[src/shared/fifo_ctrl_pkg.sv]
// Package with register map, field positions, reset values and trigger tables.
`default_nettype none
package fifo_ctrl_pkg;
  localparam int ADDR_W = 4;
  localparam logic [3:0] OFS_FIFO_CONTROL = 4'h0;
  localparam logic [3:0] OFS_STATUS = 4'h1;
  localparam logic [3:0] OFS_IRQ_STATUS = 4'h2;
  localparam logic [3:0] OFS_IRQ_MASK = 4'h3;
  localparam int BIT_ENABLE = 0;
  localparam int BIT_RX_FLUSH = 1;
  localparam int BIT_TX_FLUSH = 2;
  localparam int BIT_DMA_MODE = 3;
  localparam int POS_TX_TRIG = 4;
  localparam int POS_RX_TRIG = 6;
  localparam logic [7:0] FIFO_CONTROL_RESET = 8'h00;
  localparam logic [2:0] IRQ_MASK_RESET = 3'h0;
  localparam int IRQ_RX_TRIG = 0;
  localparam int IRQ_TX_TRIG = 1;
  localparam int IRQ_RX_TIMEOUT = 2;
  localparam int FIFO_DEPTH = 32;
  localparam logic [5:0] RX_TRIG_00 = 6'h08;
  localparam logic [5:0] RX_TRIG_01 = 6'h10;
  localparam logic [5:0] RX_TRIG_10 = 6'h18;
  localparam logic [5:0] RX_TRIG_11 = 6'h1C;
  localparam logic [5:0] TX_TRIG_00 = 6'h10;
  localparam logic [5:0] TX_TRIG_01 = 6'h08;
  localparam logic [5:0] TX_TRIG_10 = 6'h18;
  localparam logic [5:0] TX_TRIG_11 = 6'h1E;
endpackage
`default_nettype wire

[src/uart_fifo_control.sv]
// FIFO control, trigger levels, DMA ready signalling and event interrupts of a UART.
//
// Chosen here: the address map and strobed register access.
`default_nettype none
// Operation
// - In mode 0 the transmit-ready output is low while nothing is held for transmit.
// - In mode 0 the receive-ready output is low while at least one character is held.
// - In mode 1 the transmit event is raised while transmit occupancy is below its trigger.
// - In mode 1 the receive event rises at the receive trigger and the queue still fills to full.
// - In mode 1 receive-ready stays low while the receive level is above the trigger.
// - Bits 7-6 select a receive trigger of 8, 16, 24 or 28 bytes.
// - Bits 5-4 select a transmit trigger of 16, 8, 24 or 30 bytes, 16 by default.
// - Bit 3 selects DMA mode 0 when clear and mode 1 when set while bit 0 is set, mode 0 after reset.
// - In FIFO mode 1 transmit-ready is high only when the transmit queue is full.
// - In FIFO mode 1 receive-ready falls at trigger or time-out and rises when empty.
// - Writing one to bit 2 flushes the transmit queue and the bit then reads zero.
// - Writing one to bit 1 flushes the receive queue and the bit then reads zero.
// - Bit 0 enables both queues, and disabled is the default.
// - Writes to the other control bits are ignored unless the same write sets bit 0.
// - The receive data interrupt stays set after occupancy drops below the trigger, until a one is written to clear it.
module uart_fifo_control
  import fifo_ctrl_pkg::*;
#(
  parameter int DEPTH = FIFO_DEPTH
) (
  input wire logic CORE_CLK_IN,
  input wire logic RST_IN,
  input wire logic [ADDR_W-1:0] ADDR_IN,
  input wire logic [7:0] WDATA_IN,
  input wire logic WR_IN,
  input wire logic RD_IN,
  output logic [7:0] RDATA_OUT,
  input wire logic [5:0] TX_LEVEL_IN,
  input wire logic TX_HOLD_FULL_IN,
  input wire logic [5:0] RX_LEVEL_IN,
  input wire logic RX_TIMEOUT_IN,
  output logic TX_FLUSH_OUT,
  output logic RX_FLUSH_OUT,
  output logic FIFO_ENABLE_OUT,
  output logic TX_DMA_REQUEST_N_OUT,
  output logic RX_DMA_REQUEST_N_OUT,
  output logic IRQ_OUT
);

  // ------------------------------------------------------------
  // Trigger lookup
  // ------------------------------------------------------------
  function automatic logic [5:0] rx_trig(input logic [1:0] code);
    unique case (code)
      2'h0: rx_trig = RX_TRIG_00;
      2'h1: rx_trig = RX_TRIG_01;
      2'h2: rx_trig = RX_TRIG_10;
      2'h3: rx_trig = RX_TRIG_11;
    endcase
  endfunction

  function automatic logic [5:0] tx_trig(input logic [1:0] code);
    unique case (code)
      2'h0: tx_trig = TX_TRIG_00;
      2'h1: tx_trig = TX_TRIG_01;
      2'h2: tx_trig = TX_TRIG_10;
      2'h3: tx_trig = TX_TRIG_11;
    endcase
  endfunction

  // ------------------------------------------------------------
  // Register decode
  // ------------------------------------------------------------
  logic enable_reg;
  logic dma_mode_reg;
  logic [1:0] tx_threshold_select_reg;
  logic [1:0] rx_threshold_select_reg;
  logic tx_flush_reg;
  logic rx_flush_reg;
  logic [2:0] irq_status_reg;
  logic [2:0] irq_mask_reg;
  logic rx_ready_n_reg;
  logic rx_event_prev_reg;
  logic tx_event_prev_reg;
  logic to_prev_reg;
  logic [7:0] rdata_next;

  wire wr_ctrl = WR_IN && (ADDR_IN == OFS_FIFO_CONTROL);
  wire wr_ctrl_ok = wr_ctrl && WDATA_IN[BIT_ENABLE];
  wire wr_istat = WR_IN && (ADDR_IN == OFS_IRQ_STATUS);
  wire wr_imask = WR_IN && (ADDR_IN == OFS_IRQ_MASK);
  wire [5:0] rx_trigger = rx_trig(rx_threshold_select_reg);
  wire [5:0] tx_trigger = tx_trig(tx_threshold_select_reg);
  wire mode1 = enable_reg && dma_mode_reg;
  wire tx_empty = (TX_LEVEL_IN == 6'h00) && !TX_HOLD_FULL_IN;
  wire tx_full = (TX_LEVEL_IN >= 6'(DEPTH));
  wire rx_any = (RX_LEVEL_IN != 6'h00);
  // Rx data condition is level based so it drops below trigger by itself.
  wire rx_trig_hit = enable_reg && (RX_LEVEL_IN >= rx_trigger);
  wire tx_below = enable_reg && (TX_LEVEL_IN < tx_trigger);
  wire [2:0] events = {RX_TIMEOUT_IN && !to_prev_reg,
                       tx_below && !tx_event_prev_reg,
                       rx_trig_hit && !rx_event_prev_reg};

  // ------------------------------------------------------------
  // FIFO control register
  // ------------------------------------------------------------
  always_ff @(posedge CORE_CLK_IN) begin
    if (RST_IN) begin
      enable_reg <= 1'b0;
      dma_mode_reg <= 1'b0;
      tx_threshold_select_reg <= 2'h0;
      rx_threshold_select_reg <= 2'h0;
      tx_flush_reg <= 1'b0;
      rx_flush_reg <= 1'b0;
    end else begin
      // Flush is a single-cycle action, so the bit self-clears next cycle.
      tx_flush_reg <= wr_ctrl_ok && WDATA_IN[BIT_TX_FLUSH];
      rx_flush_reg <= wr_ctrl_ok && WDATA_IN[BIT_RX_FLUSH];
      if (wr_ctrl) begin
        enable_reg <= WDATA_IN[BIT_ENABLE];
      end
      if (wr_ctrl_ok) begin
        dma_mode_reg <= WDATA_IN[BIT_DMA_MODE];
        tx_threshold_select_reg <= WDATA_IN[POS_TX_TRIG+:2];
        rx_threshold_select_reg <= WDATA_IN[POS_RX_TRIG+:2];
      end
    end
  end

  // ------------------------------------------------------------
  // DMA ready outputs
  // ------------------------------------------------------------
  // Mode 1 receive-ready is a latch: set at trigger or time-out, cleared only when empty.
  wire rx_ready_n_next = !rx_any ? 1'b1 :
                         (rx_trig_hit || RX_TIMEOUT_IN) ? 1'b0 : rx_ready_n_reg;

  always_ff @(posedge CORE_CLK_IN) begin
    if (RST_IN) begin
      rx_ready_n_reg <= 1'b1;
      TX_DMA_REQUEST_N_OUT <= 1'b0;
      RX_DMA_REQUEST_N_OUT <= 1'b1;
    end else begin
      rx_ready_n_reg <= rx_ready_n_next;
      if (mode1) begin
        TX_DMA_REQUEST_N_OUT <= tx_full;
        RX_DMA_REQUEST_N_OUT <= rx_ready_n_next;
      end else begin
        TX_DMA_REQUEST_N_OUT <= !tx_empty;
        RX_DMA_REQUEST_N_OUT <= !rx_any;
      end
    end
  end

  // ------------------------------------------------------------
  // Interrupts
  // ------------------------------------------------------------
  always_ff @(posedge CORE_CLK_IN) begin
    if (RST_IN) begin
      irq_status_reg <= 3'h0;
      irq_mask_reg <= IRQ_MASK_RESET;
      rx_event_prev_reg <= 1'b0;
      tx_event_prev_reg <= 1'b0;
      to_prev_reg <= 1'b0;
    end else begin
      rx_event_prev_reg <= rx_trig_hit;
      tx_event_prev_reg <= tx_below;
      to_prev_reg <= RX_TIMEOUT_IN;
      // A new event wins over a write-one clear in the same cycle.
      irq_status_reg <= (irq_status_reg & ~(wr_istat ? WDATA_IN[2:0] : 3'h0)) | events;
      if (wr_imask) begin
        irq_mask_reg <= WDATA_IN[2:0];
      end
    end
  end

  assign IRQ_OUT = |(irq_status_reg & irq_mask_reg);

  // ------------------------------------------------------------
  // Read port
  // ------------------------------------------------------------
  always_comb begin
    rdata_next = 8'h00;
    unique case (ADDR_IN)
      OFS_FIFO_CONTROL: rdata_next = {rx_threshold_select_reg, tx_threshold_select_reg,
                                      dma_mode_reg, tx_flush_reg, rx_flush_reg, enable_reg};
      OFS_STATUS: rdata_next = {3'h0, tx_full, tx_below, rx_trig_hit,
                                RX_DMA_REQUEST_N_OUT, TX_DMA_REQUEST_N_OUT};
      OFS_IRQ_STATUS: rdata_next = {5'h00, irq_status_reg};
      OFS_IRQ_MASK: rdata_next = {5'h00, irq_mask_reg};
      default: rdata_next = 8'h00;
    endcase
  end

  always_ff @(posedge CORE_CLK_IN) begin
    if (RST_IN) begin
      RDATA_OUT <= 8'h00;
    end else begin
      RDATA_OUT <= RD_IN ? rdata_next : 8'h00;
    end
  end

  assign TX_FLUSH_OUT = tx_flush_reg;
  assign RX_FLUSH_OUT = rx_flush_reg;
  assign FIFO_ENABLE_OUT = enable_reg;
endmodule
`default_nettype wire

[config.mk]
export PLATFORM = sky130hd
export DESIGN_NAME = uart_fifo_control
export DESIGN_NICKNAME = d
export VERILOG_FILES = /design/src/shared/fifo_ctrl_pkg.sv /design/src/uart_fifo_control.sv
export SDC_FILE = /design/constraint.sdc
export NUM_CORES = 1
export LEC_CHECK = 0
export BUFFER_PORTS_ARGS = -buffer_cell sky130_fd_sc_hd__buf_4
export CORE_MARGIN = 2
export CORE_UTILIZATION = 44
export DETAILED_ROUTE_END_ITERATION = 7
export PLACE_DENSITY = 0.74
export SLEW_MARGIN = 10
export SYNTH_ARGS = -nofsm -noshare
export SYNTH_HDL_FRONTEND = slang
export SYNTH_SLANG_ARGS = --single-unit
[constraint.sdc]
create_clock -name CORE_CLK_IN -period 1.8 [get_ports CORE_CLK_IN]
set_input_delay 0.09 -clock CORE_CLK_IN [delete_from_list [all_inputs] [get_ports CORE_CLK_IN]]
set_output_delay 0.09 -clock CORE_CLK_IN [all_outputs]
set_load 0.02 [all_outputs]
==> flow_metrics.py <==
metrics = {
    "run_status": {
        "outcome": "finished, violations left",
        "violations": "negative hold slack, negative setup slack",
    },
    "global_route": {
        "grt_pass1_vias": 1202,
        "use_met3": 0.0268,
        "grt-ovfl-total": 0,
        "grt_max_degree": 23,
        "antenna_found_initial": 0,
        "grt_use_total": 0.206,
        "gr-usage-met1": 0.235,
        "busiest_layer": "met2",
        "met2_usage": 0.388,
        "grt_pass1_wl_mm": 5.29,
    },
    "drt": {
        "drt_iter0_drc": 57,
        "drtAntennaViolNets": 0,
        "wl_per_cell_um": 14.7,
        "drt_pass1_iterations": 6,
        "vias_per_cell": 5.40,
        "routed_wirelength_mm": 3.26,
        "drc_errors": 0,
        "vias": 1198,
    },
    "cts": {
        "worstSkewPairLatency_ps": 340,
        "cts_max_level": 1,
        "cts_buffers": 3,
        "cts_tree": "done",
        "cts_sinks": 28,
        "clk_pin_slew_ps": 150,
        "clockBufferDepth": 2,
        "root_buffer": "clkbuf_4",
    },
    "floorplanning": {
        "fp.dieW_um": 58.3,
        "die_h_um": 58.3,
        "num_rows": 19,
        "core_um2": 2780,
        "dieArea_um2": 3400,
        "initial_core_util": 0.466,
        "io_pins": 44,
    },
    "job": {
        "maxCapViolCount": 0,
    },
    "logic_synthesis": {
        "synth.cell_area_um2": 1300,
        "synth_compound_area_frac": 0.121,
        "yosys-mux-area-fraction": 0.0869,
        "synth_adder_area_share": 0.0579,
        "yosysWarningCount": 0,
        "yosys.area.top_type": "dfxtp_1",
        "synth-xor-area-share": 0,
        "syn_nets": 172,
        "synth_area_leaders": "dfxtp_1 (43%), mux2i_1 (6.9%), ha_1 (5.8%)",
        "synth_cell_type_count": 35,
        "syn_area_per_cell_um2": 9.53,
        "yosysTopAreaCellShare": 0.432,
        "syn-instance-count": 136,
        "synth_seq_cells": 28,
        "synthSimpleGateAreaFrac": 0.272,
        "synth_top_family_by_area": "simple AND/OR/NAND/NOR gates",
        "ys_seq_area_frac": 0.432,
    },
    "cells_and_area": {
        "diodes": 0,
        "area_growth_pct": 42.8,
        "layout.nets": 228,
        "largest_reg_flops": 8,
        "drive_above_1_share": 0.340,
        "mostFrequentLayoutCell": "buf_4",
        "layout_common_cells": "buf_4 (47), dfxtp_1 (26), nor2_1 (17), mux2i_1 (9)",
        "final_core_util": 0.665,
        "num-fill-cells": 237,
        "final_design_area_no_fill_um2": 1850,
    },
    "place": {
        "place_ws_ps": -106,
        "io_buffers": 43,
        "hpwl_mm": 2.46,
        "placed_area_um2": 1660,
        "routabilityCongestion": 0.810,
    },
    "worst_setup_path": {
        "cp-end-kind": "flop",
        "r2r_slack_ps": -40,
        "ff2ff_path_depth": 6,
        "worst-setup-path-type": "reg -> reg",
        "crit_path_end": "RDATA_OUT[2]",
        "crit_arrival_ps": 2130,
        "critical_path.max_fanout": 4,
        "startpoint_type": "flop",
        "reg2reg_from": "rx_threshold_select_reg[1]",
        "worstReg2RegEnd": "RDATA_OUT[2]",
        "crit_required_ps": 2090,
        "crit_start": "rx_threshold_select_reg[1]",
    },
    "sta": {
        "finalWorstSetupSlack_ps": -37.0,
        "setup_viol": 1,
        "worst_pin_slew_ps": 367,
        "fin_skew_ps": 9.44,
        "period_needed_ps": 1840,
        "fin_crit_sh": 1.02,
        "rsz0062_at_grt": "yes",
        "drv_slew": 0,
        "hold_violations": 1,
        "timing.slew.headroom": 0.753,
        "holdWs_ps": -4.60,
        "timing.fmax_mhz": 544,
    },
    "pwr": {
        "ir_worst_vdd_v": 0.000494,
        "leakage_nw": 0.836,
        "power_density_nw_per_um2": 598,
    },
    "hold_path": {
        "hold_class": "in -> reg",
        "min_from": "WDATA_IN[1]",
    },
}
==> worst min-delay path by stage <==
stage | to | slack (ps) | cells past startpoint
floorplan | TX_DMA_REQUEST_N_OUT | 210 | 2
global placement | tx_threshold_select_reg[1] | 320 | 3
detailed placement | to_prev_reg | 320 | 2
CTS | tx_threshold_select_reg[1] | 2 | 3
global route | RX_FLUSH_OUT | 10 | 3
finish | irq_mask_reg[1] | -5 | 3
==> metrics by stage <==
stage               setup TNS (ps)  total power, mW  instances
finish                       -37.0             1.11        222
global route                  -110             1.15        222
CTS                          -38.6             1.10        219
detailed placement            -106            0.789        208
global placement             -49.3            0.785        208
floorplan                        0            0.708        136
==> cell usage after synthesis, drive strengths merged <==
library cell,instances
nand2,5
a221oi,1
or3b,1
nand3,1
mux4,1
ha,6
nand4,2
and3,2
nor4,3
nand2b,3
or3,2
clkbuf,3
nor2b,7
o211ai,1
and2b,1
a222oi,1
nor3,4
nor4b,1
or4b,1
and3b,1
buf,1
nand3b,1
nor2,17
dfxtp,28
a21boi,1
inv,6
o31ai,1
o22ai,1
a21oi,8
nand4b,1
and2,4
a22oi,3
mux2i,9
o21ai,8
==> metal layers <==
metal | routed length (um) | vias to the layer above
met1 | 1330 | 565
met4 | 51 | 0
met3 | 166 | 5
li1 | - | 592
met2 | 1710 | 36
met5 | 0 | -
==> power breakdown <==
part	switching [mW]	internal, mW	total, mW	leakage, nW
logic	0.0740	0.0880	0.162	0.586
registers	0.00624	0.629	0.635	0.229
clock network	0.186	0.124	0.310	0.0210
total	0.266	0.841	1.11	0.836
==> critical path, stage by stage, from the launching register on <==
cell and delay (ps):
dfxtp_4 390, and2_4 150, ha_4 240, or3b_4 380, a221oi_4 250, mux4_2 270, and2b_1 110
==> kinds of logic (layout without fill, tap and decap cells) <==
kind of cell | after synthesis | in the layout
flip-flops | 28 | 28
AND/OR/NAND/NOR | 57 | 57
AO/OA/AOI/OAI | 25 | 25
adder cells (fa/ha/maj) | 6 | 6
buffers and inverters | 10 | 65
multiplexers | 10 | 10
==> final cells by class <==
cell class,count,area [um^2],area share
Clock buffer,4,36.3,0.0196
Inverter,6,22.5,0.0122
Multi-Input combinational cell,98,754,0.408
Sequential cell,28,566,0.306
Tap cell,31,38.8,0.0210
Timing Repair Buffer,55,433,0.234
==> repair_timing <==
item	CTS	global route
hold endpoints to repair	6	2
hold buffers	6	2
gates resized for setup	6	7
setup endpoints to repair	1	3
buffers inserted	1	1
pin swaps	3	3
Power figures use the tool's default switching activity.
